[config.mk]
export PLATFORM = sky130hd
export DESIGN_NAME = pmf_frame_assembler
export DESIGN_NICKNAME = d
export VERILOG_FILES = /design/src/pmf_pkg.sv /design/src/pmf_crc.sv /design/src/pmf_frame_assembler.sv
export SDC_FILE = /design/constraint.sdc
export NUM_CORES = 1
export LEC_CHECK = 0
export ABC_AREA = 1
export BUFFER_PORTS_ARGS = -buffer_cell sky130_fd_sc_hd__buf_2
export CORE_MARGIN = 1.5
export CORE_UTILIZATION = 45
export CTS_CLUSTER_DIAMETER = 200
export DETAILED_ROUTE_END_ITERATION = 12
export GPL_TIMING_DRIVEN = 0
export HOLD_SLACK_MARGIN = 0.08
export PLACE_DENSITY = 0.71
export SLEW_MARGIN = 20
export SYNTH_ARGS = -nofsm -noshare
export SYNTH_HDL_FRONTEND = slang
export SYNTH_SLANG_ARGS = --single-unit
export TNS_END_PERCENT = 1
[constraint.sdc]
create_clock -name clk_i -period 6.55 [get_ports clk_i]
set_input_delay 1.965 -clock clk_i [delete_from_list [all_inputs] [get_ports clk_i]]
set_output_delay 1.965 -clock clk_i [all_outputs]
set_load 0.01 [all_outputs]
[src/pmf_pkg.sv]
// Shared constants and types for the MAC frame assembler.
package pmf_pkg;
  // Register byte offsets on the Wishbone slave.
  localparam logic [7:0] REG_CFG = 8'h00;
  localparam logic [7:0] REG_NODE = 8'h04;
  localparam logic [7:0] REG_DOM = 8'h08;
  localparam logic [7:0] REG_LEN = 8'h0c;
  localparam logic [7:0] REG_MAXB = 8'h10;
  localparam logic [7:0] REG_CMD = 8'h14;

  // Configuration word fields.
  localparam int CFG_MULTI = 0;
  localparam int CFG_ACK = 1;
  localparam int CFG_PRIO = 2;
  localparam int CFG_TP = 4;
  localparam int CFG_PAD = 6;
  localparam int CFG_UNITS = 10;
  localparam int CFG_SEGS = 15;
  localparam int CFG_LAST_PAD = 22;
  localparam logic [31:0] CFG_MASK = 32'h0fffffff;
  localparam logic [31:0] CFG_RST = 32'h00000000;

  // Length word fields and node or domain halves.
  localparam int LEN_SEG = 0;
  localparam int LEN_CONT = 16;
  localparam logic [31:0] LEN_MASK = 32'h03ff07ff;
  localparam logic [31:0] LEN_RST = 32'h00000000;
  localparam int ID_SRC = 0;
  localparam int ID_DST = 16;
  localparam logic [31:0] ID_RST = 32'h00000000;
  localparam logic [31:0] MAXB_MASK = 32'h0000ffff;
  localparam logic [31:0] MAXB_RST = 32'h0000ffff;

  // Command and status bits.
  localparam int CMD_START = 0;
  localparam int CMD_NEW_LLC = 1;
  localparam int CMD_CLR_REJ = 2;
  localparam int STAT_BUSY = 0;
  localparam int STAT_REJECT = 1;
  localparam int STAT_SEQ = 8;

  // Header encodings and limits.
  localparam logic [2:0] TYPE_SINGLE = 3'h0;
  localparam logic [2:0] TYPE_MULTI = 3'h1;
  localparam logic [1:0] TP_NONE = 2'h0;
  localparam logic [15:0] NODE_BCAST = 16'hffff;
  localparam logic [10:0] SEG_LEN_MIN = 11'h005;
  localparam logic [10:0] SEG_LEN_MAX = 11'h690;
  localparam logic [10:0] CHECK_LEN = 11'h004;
  localparam logic [10:0] CONT_ROUND = 11'h002;
  localparam logic [7:0] CONT_SAT = 8'hff;
  localparam logic [7:0] PAD_FILL = 8'h00;
  localparam logic [7:0] RSVD_BYTE = 8'h00;
  localparam logic RSVD_BIT = 1'b0;
  localparam logic [7:0] SEQ_RST = 8'hff;
  localparam logic [15:0] HDR_BYTES = 16'h0010;
  localparam logic [15:0] FCS_BYTES = 16'h0004;
  localparam logic [3:0] HDR_FIRST = 4'h0;
  localparam logic [3:0] HDR_CRC_END = 4'hc;
  localparam logic [3:0] HDR_CRC_IDX = 4'hf;
  localparam logic [1:0] FCS_LAST = 2'h3;

  // CRC generators and start values.
  localparam logic [7:0] CRC8_POLY = 8'h3f;
  localparam logic [7:0] CRC8_INIT = 8'hff;
  localparam logic [31:0] CRC32_POLY = 32'h1edc6f41;
  localparam logic [31:0] CRC32_INIT = 32'hffff0000;

  typedef enum logic [2:0] {
    ST_IDLE = 3'b000,
    ST_HDR = 3'b001,
    ST_BODY = 3'b011,
    ST_PAD = 3'b010,
    ST_FCS = 3'b110
  } pmf_state_t;
endpackage

[src/pmf_crc.sv]
// Byte-serial CRC engine, bits taken least significant first.
`timescale 1ns/1ps
module pmf_crc #(
  parameter int WIDTH = 8,
  parameter logic [WIDTH-1:0] POLY = '1,
  parameter logic [WIDTH-1:0] INIT = '1
) (
  input wire logic clk_i, // Clock.
  input wire logic rst_i, // Synchronous reset.
  input wire logic ce_i, // Clock enable.
  input wire logic clear_i, // Restart at the start value.
  input wire logic en_i, // Fold one byte in.
  input wire logic [7:0] data_i, // Byte to fold in.
  output logic [WIDTH-1:0] crc_o // Complemented remainder.
);
  logic [WIDTH-1:0] lfsr;

  // A start value of ones equals complementing the leading coefficients.
  function automatic logic [WIDTH-1:0] step(input logic [WIDTH-1:0] c,
                                            input logic [7:0] d);
    logic [WIDTH-1:0] r;
    logic fb;
    r = c;
    fb = 1'b0;
    for (int i = 0; i < 8; i++) begin
      fb = r[WIDTH-1] ^ d[i];
      r = {r[WIDTH-2:0], 1'b0} ^ (fb ? POLY : '0);
    end
    return r;
  endfunction

  always_ff @(posedge clk_i) begin
    if (rst_i) begin
      lfsr <= INIT;
    end else if (ce_i) begin
      if (clear_i) begin
        lfsr <= INIT;
      end else if (en_i) begin
        lfsr <= step(lfsr, data_i);
      end
    end
  end

  assign crc_o = ~lfsr;
endmodule

[src/pmf_frame_assembler.sv]
// MAC frame assembler: header, segment units, pad and frame check.
`timescale 1ns/1ps
// What this block does
// [RULE1] Units pass through in arrival order
// [RULE2] Single frame drops unit check, adds check
// [RULE3] Multi frame carries one to 16 units
// [RULE4] Frame length never exceeds occupancy limit
// [RULE5] Header goes first, bit 0 leading
// [RULE6] Pad up to 15 bytes after units
// [RULE7] Type field 000 single, 001 multi
// [RULE8] Bit 3 selects acknowledgement granularity
// [RULE9] Segment count field holds total minus one
// [RULE10] Last pad length in bits 15 to 10
// [RULE11] Sequence number increments per link frame
// [RULE12] Node and domain identifiers in octets 3-10
// [RULE13] Contention estimate divided by four, rounded
// [RULE14] Segment length 5 to 1680, above pad
// [RULE15] Two-bit parameter report request field
// [RULE16] Broadcast destination forces request to none
// [RULE17] Request may repeat in next frame
// [RULE18] Access priority in bits 14 to 13
// [RULE19] Reserved header bits driven to zero
// [RULE20] Header CRC-8 in octet 15
// [RULE21] CRC complements leading bits, complements remainder
// [RULE22] Header CRC sent highest coefficient first
// [RULE23] Single frame check is CRC-32 after pad
module pmf_frame_assembler import pmf_pkg::*; (
  input wire logic clk_i, // Clock, 200 MHz.
  input wire logic rst_i, // Synchronous reset, active high.
  input wire logic ce_i, // Clock enable, freezes all state when low.
  input wire logic wb_cyc_i, // Wishbone cycle.
  input wire logic wb_stb_i, // Wishbone strobe.
  input wire logic wb_we_i, // Wishbone write enable.
  input wire logic [7:0] wb_adr_i, // Wishbone byte address.
  input wire logic [3:0] wb_sel_i, // Wishbone byte selects.
  input wire logic [31:0] wb_dat_i, // Wishbone write data.
  output logic [31:0] wb_dat_o, // Wishbone read data.
  output logic wb_ack_o, // Wishbone acknowledge.
  input wire logic [7:0] seg_data_i, // Segment unit byte.
  input wire logic seg_valid_i, // Segment byte valid.
  output logic seg_ready_o, // Segment byte accepted when high.
  output logic [7:0] tx_data_o, // Frame byte to the PHY.
  output logic tx_valid_o, // Frame byte valid.
  output logic tx_sof_o, // First byte of a frame.
  output logic tx_eof_o, // Last byte of a frame.
  input wire logic tx_ready_i // PHY takes the byte.
);
  logic [31:0] cfg;
  logic [31:0] node_ids;
  logic [31:0] dom_ids;
  logic [31:0] len_cfg;
  logic [31:0] max_cfg;
  logic [31:0] wmask;
  logic [31:0] rd_data;
  logic [7:0] seq;
  logic reject;
  logic [119:0] hdr;
  pmf_state_t state;
  pmf_state_t next_state;
  logic [3:0] hdr_idx;
  logic [3:0] pad_cnt;
  logic [3:0] pad_last;
  logic [3:0] pad_len;
  logic [10:0] byte_cnt;
  logic [10:0] keep_len;
  logic [10:0] unit_last;
  logic [3:0] unit_cnt;
  logic [3:0] units_m1;
  logic multi;
  logic [1:0] fcs_idx;
  logic wb_req;
  logic wb_write;
  logic start_req;
  logic start_ok;
  logic take;
  logic emit;
  logic emit_sof;
  logic emit_eof;
  logic next_tx_valid;
  logic [7:0] emit_data;
  logic [7:0] crc8;
  logic [31:0] crc32;
  logic [31:0] fcs_shift;
  logic [10:0] seg_len;
  logic [10:0] cont_sum;
  logic [7:0] cont_est;
  logic [3:0] cfg_pad;
  logic [4:0] cfg_units;
  logic [10:0] cfg_keep;
  logic [15:0] frame_bytes;
  logic [15:0] dst_node;
  logic [1:0] rpt_req;
  logic [15:0] hdr_w0;
  logic [15:0] hdr_w12;

  function automatic logic [7:0] bitrev8(input logic [7:0] b);
    logic [7:0] r;
    r = 8'h00;
    for (int i = 0; i < 8; i++) begin
      r[i] = b[7-i];
    end
    return r;
  endfunction

  // Byte selects become a bit mask, one lane per select.
  for (genvar g = 0; g < 4; g++) begin : g_lane
    assign wmask[g*8 +: 8] = {8{wb_sel_i[g]}};
  end

  assign wb_req = wb_cyc_i & wb_stb_i;
  // Writes land on the edge where the master sees the acknowledge.
  assign wb_write = wb_req & wb_we_i & wb_ack_o;
  assign start_req = wb_write & (wb_adr_i == REG_CMD) & wb_sel_i[0]
                     & wb_dat_i[CMD_START];

  always_ff @(posedge clk_i) begin
    if (rst_i) begin
      wb_ack_o <= 1'b0;
      wb_dat_o <= 32'h00000000;
    end else if (ce_i) begin
      wb_ack_o <= wb_req & ~wb_ack_o;
      if (wb_req & ~wb_ack_o) begin
        wb_dat_o <= rd_data;
      end
    end
  end

  always_comb begin
    rd_data = 32'h00000000;
    if (wb_adr_i == REG_CFG) begin
      rd_data = cfg & CFG_MASK;
    end else if (wb_adr_i == REG_NODE) begin
      rd_data = node_ids;
    end else if (wb_adr_i == REG_DOM) begin
      rd_data = dom_ids;
    end else if (wb_adr_i == REG_LEN) begin
      rd_data = len_cfg & LEN_MASK;
    end else if (wb_adr_i == REG_MAXB) begin
      rd_data = max_cfg & MAXB_MASK;
    end else if (wb_adr_i == REG_CMD) begin
      rd_data[STAT_BUSY] = (state != ST_IDLE);
      rd_data[STAT_REJECT] = reject;
      rd_data[STAT_SEQ +: 8] = seq;
    end
  end

  always_ff @(posedge clk_i) begin
    if (rst_i) begin
      cfg <= CFG_RST;
      node_ids <= ID_RST;
      dom_ids <= ID_RST;
      len_cfg <= LEN_RST;
      max_cfg <= MAXB_RST;
    end else if (ce_i && wb_write) begin
      if (wb_adr_i == REG_CFG) begin
        cfg <= (cfg & ~wmask) | (wb_dat_i & wmask);
      end else if (wb_adr_i == REG_NODE) begin
        node_ids <= (node_ids & ~wmask) | (wb_dat_i & wmask);
      end else if (wb_adr_i == REG_DOM) begin
        dom_ids <= (dom_ids & ~wmask) | (wb_dat_i & wmask);
      end else if (wb_adr_i == REG_LEN) begin
        len_cfg <= (len_cfg & ~wmask) | (wb_dat_i & wmask);
      end else if (wb_adr_i == REG_MAXB) begin
        max_cfg <= (max_cfg & ~wmask) | (wb_dat_i & wmask);
      end
    end
  end

  assign seg_len = len_cfg[LEN_SEG +: 11];
  assign cfg_pad = cfg[CFG_PAD +: 4]; // see [RULE6]
  // A single frame carries one unit; a multi frame up to sixteen.
  assign cfg_units = cfg[CFG_MULTI] ? {1'b0, cfg[CFG_UNITS +: 4]} + 5'h01
                                    : 5'h01; // see [RULE3]
  assign cfg_keep = cfg[CFG_MULTI] ? seg_len : seg_len - CHECK_LEN;
  // Time on the wire is budgeted in bytes, set by software per rate.
  assign frame_bytes = HDR_BYTES + 16'(cfg_units) * 16'(cfg_keep)
                       + {12'h000, cfg_pad}
                       + (cfg[CFG_MULTI] ? 16'h0000 : FCS_BYTES);
  assign start_ok = start_req & (state == ST_IDLE)
                    & (seg_len >= SEG_LEN_MIN)
                    & (seg_len <= SEG_LEN_MAX) // see [RULE14]
                    & ((cfg_pad == 4'h0) | (seg_len > {7'h00, cfg_pad}))
                    & (frame_bytes <= max_cfg[15:0]); // see [RULE4]

  always_ff @(posedge clk_i) begin
    if (rst_i) begin
      reject <= 1'b0;
    end else if (ce_i) begin
      // A refusal in the clearing cycle still leaves the flag set.
      if (start_req & ~start_ok) begin
        reject <= 1'b1;
      end else if (wb_write & (wb_adr_i == REG_CMD) & wb_sel_i[0]
                   & wb_dat_i[CMD_CLR_REJ]) begin
        reject <= 1'b0;
      end
    end
  end

  always_ff @(posedge clk_i) begin
    if (rst_i) begin
      seq <= SEQ_RST;
    end else if (ce_i && start_ok && wb_dat_i[CMD_NEW_LLC]) begin
      seq <= seq + 8'h01; // see [RULE11]
    end
  end

  assign cont_sum = {1'b0, len_cfg[LEN_CONT +: 10]} + CONT_ROUND;
  assign cont_est = cont_sum[10] ? CONT_SAT : cont_sum[9:2]; // see [RULE13]
  assign dst_node = node_ids[ID_DST +: 16];
  // Software keeps the last request to repeat it; see [RULE17]
  assign rpt_req = (dst_node == NODE_BCAST) ? TP_NONE
                                            : cfg[CFG_TP +: 2]; // see [RULE16]
  assign hdr_w0 = {cfg[CFG_LAST_PAD +: 6], // see [RULE10]
                   cfg[CFG_SEGS +: 6] - 6'h01, // see [RULE9]
                   cfg[CFG_ACK], // see [RULE8]
                   cfg[CFG_MULTI] ? TYPE_MULTI : TYPE_SINGLE}; // see [RULE7]
  assign hdr_w12 = {RSVD_BIT, cfg[CFG_PRIO +: 2], // see [RULE18]
                    rpt_req, seg_len}; // see [RULE15]

  // Header and frame shape are frozen at start against later writes.
  always_ff @(posedge clk_i) begin
    if (rst_i) begin
      hdr <= '0;
      multi <= 1'b0;
      units_m1 <= 4'h0;
      unit_last <= 11'h000;
      keep_len <= 11'h000;
      pad_len <= 4'h0;
      pad_last <= 4'h0;
    end else if (ce_i && start_ok) begin
      hdr <= {RSVD_BYTE, hdr_w12, cont_est, // see [RULE19]
              dom_ids[ID_DST +: 16], dom_ids[ID_SRC +: 16],
              dst_node, node_ids[ID_SRC +: 16], // see [RULE12]
              wb_dat_i[CMD_NEW_LLC] ? seq + 8'h01 : seq, hdr_w0};
      multi <= cfg[CFG_MULTI];
      units_m1 <= cfg_units[3:0] - 4'h1;
      unit_last <= seg_len - 11'h001;
      keep_len <= cfg_keep;
      pad_len <= cfg_pad;
      pad_last <= cfg_pad - 4'h1;
    end
  end

  assign take = ce_i & seg_valid_i & seg_ready_o;
  assign fcs_shift = crc32 << {fcs_idx, 3'b000};

  always_comb begin
    next_state = state;
    emit = 1'b0;
    emit_data = PAD_FILL;
    emit_sof = 1'b0;
    emit_eof = 1'b0;
    case (state)
      ST_IDLE: begin
        if (start_ok) begin
          next_state = ST_HDR;
        end
      end
      ST_HDR: begin
        if (~tx_valid_o | tx_ready_i) begin
          emit = 1'b1;
          emit_sof = (hdr_idx == HDR_FIRST); // see [RULE5]
          emit_data = 8'(hdr >> {hdr_idx, 3'b000});
          if (hdr_idx == HDR_CRC_IDX) begin
            emit_data = bitrev8(crc8); // see [RULE22]
            next_state = ST_BODY;
          end
        end
      end
      ST_BODY: begin
        if (take) begin
          // Trailing unit check bytes are swallowed in single frames.
          emit = (byte_cnt < keep_len); // see [RULE2]
          emit_data = seg_data_i; // see [RULE1]
          if (byte_cnt == unit_last && unit_cnt == units_m1) begin
            if (pad_len != 4'h0) begin
              next_state = ST_PAD;
            end else if (multi) begin
              next_state = ST_IDLE;
              emit_eof = 1'b1;
            end else begin
              next_state = ST_FCS;
            end
          end
        end
      end
      ST_PAD: begin
        if (~tx_valid_o | tx_ready_i) begin
          emit = 1'b1; // see [RULE6]
          if (pad_cnt == pad_last) begin
            next_state = multi ? ST_IDLE : ST_FCS;
            emit_eof = multi;
          end
        end
      end
      ST_FCS: begin
        if (~tx_valid_o | tx_ready_i) begin
          emit = 1'b1;
          emit_data = bitrev8(fcs_shift[31:24]); // see [RULE23]
          if (fcs_idx == FCS_LAST) begin
            next_state = ST_IDLE;
            emit_eof = 1'b1;
          end
        end
      end
      default: begin
        next_state = ST_IDLE;
      end
    endcase
  end

  assign next_tx_valid = emit | (tx_valid_o & ~tx_ready_i);

  always_ff @(posedge clk_i) begin
    if (rst_i) begin
      state <= ST_IDLE;
    end else if (ce_i) begin
      state <= next_state;
    end
  end

  always_ff @(posedge clk_i) begin
    if (rst_i) begin
      hdr_idx <= 4'h0;
      pad_cnt <= 4'h0;
      fcs_idx <= 2'h0;
    end else if (ce_i) begin
      if (start_ok) begin
        hdr_idx <= 4'h0;
        pad_cnt <= 4'h0;
        fcs_idx <= 2'h0;
      end else if (emit && state == ST_HDR) begin
        hdr_idx <= hdr_idx + 4'h1;
      end else if (emit && state == ST_PAD) begin
        pad_cnt <= pad_cnt + 4'h1;
      end else if (emit && state == ST_FCS) begin
        fcs_idx <= fcs_idx + 2'h1;
      end
    end
  end

  always_ff @(posedge clk_i) begin
    if (rst_i) begin
      byte_cnt <= 11'h000;
      unit_cnt <= 4'h0;
    end else if (ce_i) begin
      if (start_ok) begin
        byte_cnt <= 11'h000;
        unit_cnt <= 4'h0;
      end else if (take) begin
        if (byte_cnt == unit_last) begin
          byte_cnt <= 11'h000;
          unit_cnt <= unit_cnt + 4'h1;
        end else begin
          byte_cnt <= byte_cnt + 11'h001;
        end
      end
    end
  end

  // Ready rises only when the output stage will be empty, so a taken
  // byte always finds room; the price is one idle cycle per byte.
  always_ff @(posedge clk_i) begin
    if (rst_i) begin
      seg_ready_o <= 1'b0;
    end else if (ce_i) begin
      seg_ready_o <= (next_state == ST_BODY) & ~take & ~next_tx_valid;
    end
  end

  always_ff @(posedge clk_i) begin
    if (rst_i) begin
      tx_data_o <= 8'h00;
      tx_valid_o <= 1'b0;
      tx_sof_o <= 1'b0;
      tx_eof_o <= 1'b0;
    end else if (ce_i) begin
      tx_valid_o <= next_tx_valid;
      if (emit) begin
        tx_data_o <= emit_data;
        tx_sof_o <= emit_sof;
        tx_eof_o <= emit_eof;
      end
    end
  end

  pmf_crc #(
    .WIDTH(8),
    .POLY(CRC8_POLY),
    .INIT(CRC8_INIT)
  ) u_hdr_crc (
    .clk_i(clk_i),
    .rst_i(rst_i),
    .ce_i(ce_i),
    .clear_i(start_ok),
    .en_i(emit && state == ST_HDR
          && hdr_idx <= HDR_CRC_END), // see [RULE20] see [RULE21]
    .data_i(emit_data),
    .crc_o(crc8)
  );

  pmf_crc #(
    .WIDTH(32),
    .POLY(CRC32_POLY),
    .INIT(CRC32_INIT)
  ) u_fcs_crc (
    .clk_i(clk_i),
    .rst_i(rst_i),
    .ce_i(ce_i),
    .clear_i(start_ok),
    .en_i(emit && state != ST_FCS), // see [RULE23]
    .data_i(emit_data),
    .crc_o(crc32)
  );
endmodule

==> metrics.md, run 1 <==
| Metric | Value |
|---|---|
| Critical Path AT | 7.38 ns |
| CP max-delay cell | fa_1 |
| # Max-Cap Violations | 0 |
| Core ar. | 0.0490 mm^2 |
| Commonest non-fill, non-tap cell in the layout | nand2_1 |
| Setup violators final | 187 |
| Vias in the first global route | 20700 |
| EDFF count, synth | 0 |
| H-tree level count | 2 |
| Seq cells post-synth | 392 |
| Crit share post-route | 105% |
| Dpl hpwl | 61900 um |
| PnR worst setup slack | -0.298 ns |
| Post-route antenna net violation count | 0 |
| Post-route DRC | 0 |
| Avg Cell Area, Syn | 6.99 um^2 |
| Max-slew headroom | 26.2% |
| 1st-iter DRT viols | 2927 |
| Vias after detailed routing | 23500 |
| Clock skew | 0.0238 ns |
| Status | complete, but fails checks |
| Synth warn | 0 |
| Max-slew violations | 0 |
| Final cell count without fillers | 4084 |
| Layout cells sized above 1 | 15.2% |
| Insertion delay to the later sink of the worst-skew pair | 0.60 ns |
| Clk sinks | 392 |
| WL per Instance | 20.8 um |
| I/O Buffers | 102 |
| CP endpoint kind | register |
| Die X | 226 um |
| Root buf cell | clkbuf_16 |
| Die area | 0.0509 mm^2 |
| Top Family by Delay on Critical Path | adder cells |
| P per Cell Area | 220 mW/mm^2 |
| Final Hold Fails | 0 |
| Worst-margin pin slew | 1.08 ns |
| Final instance area | 0.0267 mm^2 |
| Final net count | 3559 |
| Worst EP required | 7.08 ns |
| Largest net degree at the start of global routing | 15 |
| RSZ-0062 raised after global routing | true |
| Clock transition at the registers of the reported paths | 0.07 ns |
| Register area share after synthesis | 35.2% |
| Distinct cells, synth | 58 |
| Clock buffer depth | 3 |
| Failing checks | negative setup slack |
| CP most frequent cell | inv_1 |
| Vias per cell | 5.77 |
| Synthesis-to-layout area growth | 19.9% |
| Most frequent cells in the layout | 612 x nand2_1, 389 x inv_1, 385 x dfxtp_1, 356 x a21oi_1, 247 x o21ai_0 |
| Hold Crit Class | reg -> reg |
| Worst hold slack | 0.451 ns |
| Crit Path Class | reg -> reg |
| Maximum vdd ir drop | 0.000174 V |
| CP bufs+invs | 11 |
| Max FO, Critical Path | 5 |
| CTS tree | built |
| First-pass GRT wire length | 123000 um |
| Total CTS buffers | 43 |
| Row count | 81 |
| Synth async-reset ratio | 0% |
| LEAKAGE | 11.9 nW |
| # IOs | 105 |
| DP Area | 0.0237 mm^2 |
| Overflow left after global routing | 0 |
| Gate Count Post-Synth | 3186 |
| Total power | 5.89 mW |
| Initial Util | 45.5% |
| # hold bufs at CTS | 0 |
| GR Util All Layers | 31.9% |
| Cell Area, Synth | 0.0223 mm^2 |
| Dpl cells | 3952 |
| Synth Flop Type | dfxtp_1 |
| Syn nets | 3359 |
| Initial antenna violation count | 4 |
| CP peak stage delay | 0.60 ns |
| DRT Wirelength | 84900 um |
| Startpoint types | register |
| Initial DRT Pass Iterations | 6 |
| GPL Wtd Cong | 1.02 |
| Max Fclk | 146 MHz |
| Tmin final | 6.85 ns |
| Dpl ws | -2.46 ns |
| Die Ht | 226 um |
what timing repair did:
action                     4_1_cts  5_1_grt
buffers inserted                25       28
pin swaps                       24       35
setup endpoints to repair      216      216
gates cloned                     0        1
gates resized for setup        246      197
routing by layer:
metal  global-route usage (%)  vias up  wire length (um)
met5                        0        -                41
met4                     12.5        6              3810
met3                     7.17      269             10200
met2                     48.3     1478             36300
met1                     44.1    10900             34500
li1                         -    10900                 -
cell families (layout without fill, tap and decap cells):
family | after synthesis | count (layout) | share of synthesized area (%)
fa+ha+maj | 113 | 113 | 7.42
simple gates | 1104 | 1104 | 21.0
xor+xnor | 122 | 122 | 5.06
flops | 392 | 392 | 35.2
other cells | 0 | 1 | 0
buf+inv | 583 | 816 | 10.4
compound gates | 872 | 872 | 20.9
cells in the mapped netlist (22+ instances only):
library cell / instances / area share [%]
inv_1: 415 / 7.0
a21oi_1: 376 / 8.4
nand3_1: 207 / 4.6
nand2_1: 628 / 11
o22ai_1: 27 / 0.76
nor2_1: 164 / 2.8
o21ai_0: 365 / 8.2
fa_1: 32 / 2.9
xor2_1: 94 / 3.7
ha_1: 81 / 4.5
nor3_1: 29 / 0.65
buf_2: 31 / 0.70
xnor2_1: 23 / 0.90
clkbuf_1: 94 / 1.6
dfxtp_1: 392 / 35
nand4_1: 22 / 0.62
o211ai_1: 23 / 0.77
a31oi_1: 22 / 0.62
per-stage QoR:
stage	util [%]	TNS [ns]
2_1_floorplan	-	0
6_report	54.6	-16.48
4_1_cts	52.8	-57.02
3_3_place_gp	48.3	-455.34
3_5_place_dp	48.3	-459.47
5_1_grt	54.6	-92.69
final cells by class:
type                    instances  area, um^2
flip-flops and latches        392        7870
diodes                          1        2.50
repair buffers                155         942
clock inverters                16         248
repair inverters                1        5.00
multi-input cells            2211       12900
well taps                     664         831
fillers                      4608       22200
inverters                     439        1730
plain buffers                 143         935
clock buffers                  62        1240
worst min-delay path: stages (launching register included):
cell and delay (ns):
dfxtp_1 0.31, inv_1 0.05, a21oi_1 0.05
worst paths after layout:
path / end / slack (ns) / depth (start not counted)
max: unit_cnt[2] / -0.30 / 37
min: register / 0.45 / 2
max reg2reg: unit_cnt[2] / -0.30 / 37
min reg2reg: register / 0.45 / 2
where the power goes:
group	switching [mW]	internal, mW
Combinational	0.566	0.273
Clock	1.10	1.50
Sequential	0.0301	2.42
Total	1.70	4.19
(Power assumes the default switching activity.)
==> run 2: changes to the inputs <==
--- a/config.mk
+++ b/config.mk
@@ -13,7 +13,7 @@
 export DETAILED_ROUTE_END_ITERATION = 12
 export GPL_TIMING_DRIVEN = 0
 export HOLD_SLACK_MARGIN = 0.08
-export PLACE_DENSITY = 0.71
+export PLACE_DENSITY = 0.68
 export SLEW_MARGIN = 20
 export SYNTH_ARGS = -nofsm -noshare
 export SYNTH_HDL_FRONTEND = slang
==> constraint.sdc (replaced) <==
create_clock -name clk_i -period 7.6 [get_ports clk_i]
set_input_delay 2.28 -clock clk_i [delete_from_list [all_inputs] [get_ports clk_i]]
set_output_delay 2.28 -clock clk_i [all_outputs]
set_load 0.02 [all_outputs]
==> metrics.md, run 2 (same netlist as run 1, synthesis figures left out) <==
| Metric | Value |
|---|---|
| Status | complete, no violations |
| Switch Pwr | 1.42 mW (-16%) |
| Post-route DRC | 0 (unchanged) |
| Clk pwr share | 44.2% (about the same) |
| # Max-Cap Violations | 0 (unchanged) |
| Die area | 0.0509 mm^2 (unchanged) |
| Vias in the first global route | 20700 (+0.024%) |
| Critical Path AT | 7.69 ns (+0.31 ns) |
| Initial antenna violation count | 2 (-2) |
| CP peak stage delay | 0.54 ns (-0.06 ns) |
| First-pass GRT wire length | 123000 um (about the same) |
| Worst-margin pin slew | 1.19 ns (+0.115 ns) |
| Worst EP required | 8.06 ns (+0.98 ns) |
| Insertion delay to the later sink of the worst-skew pair | 0.60 ns (about the same) |
| Sw frac | 28.2% (-0.71 points) |
| # hold bufs at CTS | 0 (unchanged) |
| Vias after detailed routing | 23100 (-1.7%) |
| Maximum vdd ir drop | 0.000247 V (+42%) |
| Max FO, Critical Path | 8 (+3) |
| GR Util All Layers | 32.0% (+0.046 points) |
| H-tree level count | 2 (unchanged) |
| 1st-iter DRT viols | 2964 (+1.3%) |
| CP max-delay cell | fa_1 |
| Clock buffer depth | 3 (unchanged) |
| Startpoint types | register |
| Reg power frac | 41.8% (+0.2 points) |
| I/O Buffers | 102 (unchanged) |
| LEAKAGE | 11.6 nW (-2.1%) |
| Crit Path Class | reg -> reg |
| Worst hold slack | 0.463 ns (+0.0123 ns) |
| Row count | 81 (unchanged) |
| Max-slew violations | 0 (unchanged) |
| Commonest non-fill, non-tap cell in the layout | nand2_1 |
| Die X | 226 um (unchanged) |
| WL per Instance | 20.5 um (-1.4%) |
| Final net count | 3538 (-0.59%) |
| Setup TNS | 0 ns (+16.48 ns) |
| Final design utilization | 52.5% (-2.1 points) |
| Total CTS buffers | 43 (unchanged) |
| Initial Util | 45.5% (unchanged) |
| Clock skew | 0.0413 ns (+0.0175 ns) |
| Internal | 3.63 mW (-13%) |
| Hold Crit Class | reg -> reg |
| Clk sinks | 392 (unchanged) |
| Dpl hpwl | 62800 um (+1.4%) |
| Layout cells sized above 1 | 10.8% (-4.4 points) |
| Most frequent cells in the layout | 621 x nand2_1, 404 x inv_1, 387 x dfxtp_1, 375 x a21oi_1, 364 x o21ai_0 |
| CTS tree | built |
| Die Ht | 226 um (unchanged) |
| PnR worst setup slack | 0.368 ns (+0.666 ns) |
| Max-slew headroom | 20.4% (-5.8 points) |
| Synthesis-to-layout area growth | 15.3% |
| CP most frequent cell | nand2_1 |
| Core ar. | 0.0490 mm^2 (unchanged) |
| Final Hold Fails | 0 (unchanged) |
| Vias per cell | 5.69 (-1.2%) |
| Dpl ws | -2.34 ns (+0.119 ns) |
| Hold Crit Start | keep_len[9] |
| Setup violators final | 0 (-100%) |
| Clock transition at the registers of the reported paths | 0.06 ns (about the same) |
| Largest net degree at the start of global routing | 14 (-1) |
| Crit share post-route | 95.2% (-9.4 points) |
| Overflow left after global routing | 0 (unchanged) |
| Post-route antenna net violation count | 0 (unchanged) |
| CP endpoint kind | register |
| P per Cell Area | 196 mW/mm^2 (-11%) |
| Fillers | 4803 (+4.2%) |
| Root buf cell | clkbuf_16 |
| Tmin final | 7.23 ns (+0.384 ns) |
| Comb pwr share | 14.0% (-0.3 points) |
| GPL Wtd Cong | 1.03 (+1.9%) |
| DRT Wirelength | 83200 um (-1.9%) |
| # IOs | 105 (unchanged) |
| Initial DRT Pass Iterations | 6 (unchanged) |
| Max Fclk | 138 MHz (-5.3%) |
| Top Family by Delay on Critical Path | adder cells |
| CP bufs+invs | 10 (-1) |
[run 2: changes by cell type in the layout (fill, tap and decap cells not counted), sizes merged]
| cell | before | now |
|---|---|---|
| clkinvlp | 10 | 6 |
| inv | 430 | 429 |
| buf | 211 | 180 |
| clkinv | 12 | 16 |
| clkbuf | 149 | 161 |
[run 2: worst paths after layout]
check | endpoint | slack (ns) | depth (start not counted)
hold / removal | keep_len[9] | 0.46 | 2
hold reg to reg | keep_len[9] | 0.46 | 2
setup / recovery | byte_cnt[7] | 0.37 | 40
setup reg to reg | byte_cnt[7] | 0.37 | 40
[run 2: what timing repair did]
action | CTS | global route
setup endpoints to repair | 216 | 215
gates resized for setup | 33 | 69
setup buffers | 8 | 25
pin swaps | 4 | 15
gates cloned | 0 | 0
[run 2: tightest hold or removal path, delay by kind of cell (launching register included)]
kind            cells  cell delay (ns)
compound gates      1             0.06
flops               1             0.29
buf+inv             1             0.06
[run 2: per-stage QoR]
| step | power (mW) | instances | area [um^2] |
|---|---|---|---|
| after global routing | 5.20 | 4063 | 25700 |
| after CTS | 5.04 | 4039 | 25300 |
| after global placement | 2.84 | 3952 | 23600 |
| final | 5.05 | 4064 | 25700 |
| after detailed placement | 2.84 | 3952 | 23600 |
| after floorplan | 2.65 | 3186 | 22300 |
[run 2: power groups by stage]
stage                     logic, mW  clock network, mW  registers (mW)
after floorplan               0.486                  0            2.16
after global placement        0.684                  0            2.16
after detailed placement      0.686                  0            2.16
after CTS                     0.691               2.23            2.11
after global routing          0.778               2.31            2.11
final                         0.706               2.23            2.11
[run 2: layout make-up]
type / instances / area [um^2] / share of cell area (%)
Tap cell: 664 / 831 / 3.23
Timing Repair Buffer: 135 / 778 / 3.03
Multi-Input combinational cell: 2211 / 12300 / 48.0
Clock inverter: 16 / 216 / 0.842
Antenna cell: 1 / 2.50 / 0.00974
Sequential cell: 392 / 7860 / 30.6
Inverter: 439 / 1690 / 6.58
Buffer: 143 / 706 / 2.75
Clock buffer: 63 / 1280 / 4.99
[run 2: per-layer routing]
layer | vias to the layer above | global-route usage, % | routed length (um)
met5 | - | 0 | 0
met2 | 1250 | 47.6 | 35200
met3 | 228 | 7.80 | 9990
met4 | 0 | 13.1 | 3430
met1 | 10800 | 44.1 | 34600
li1 | 10900 | - | -
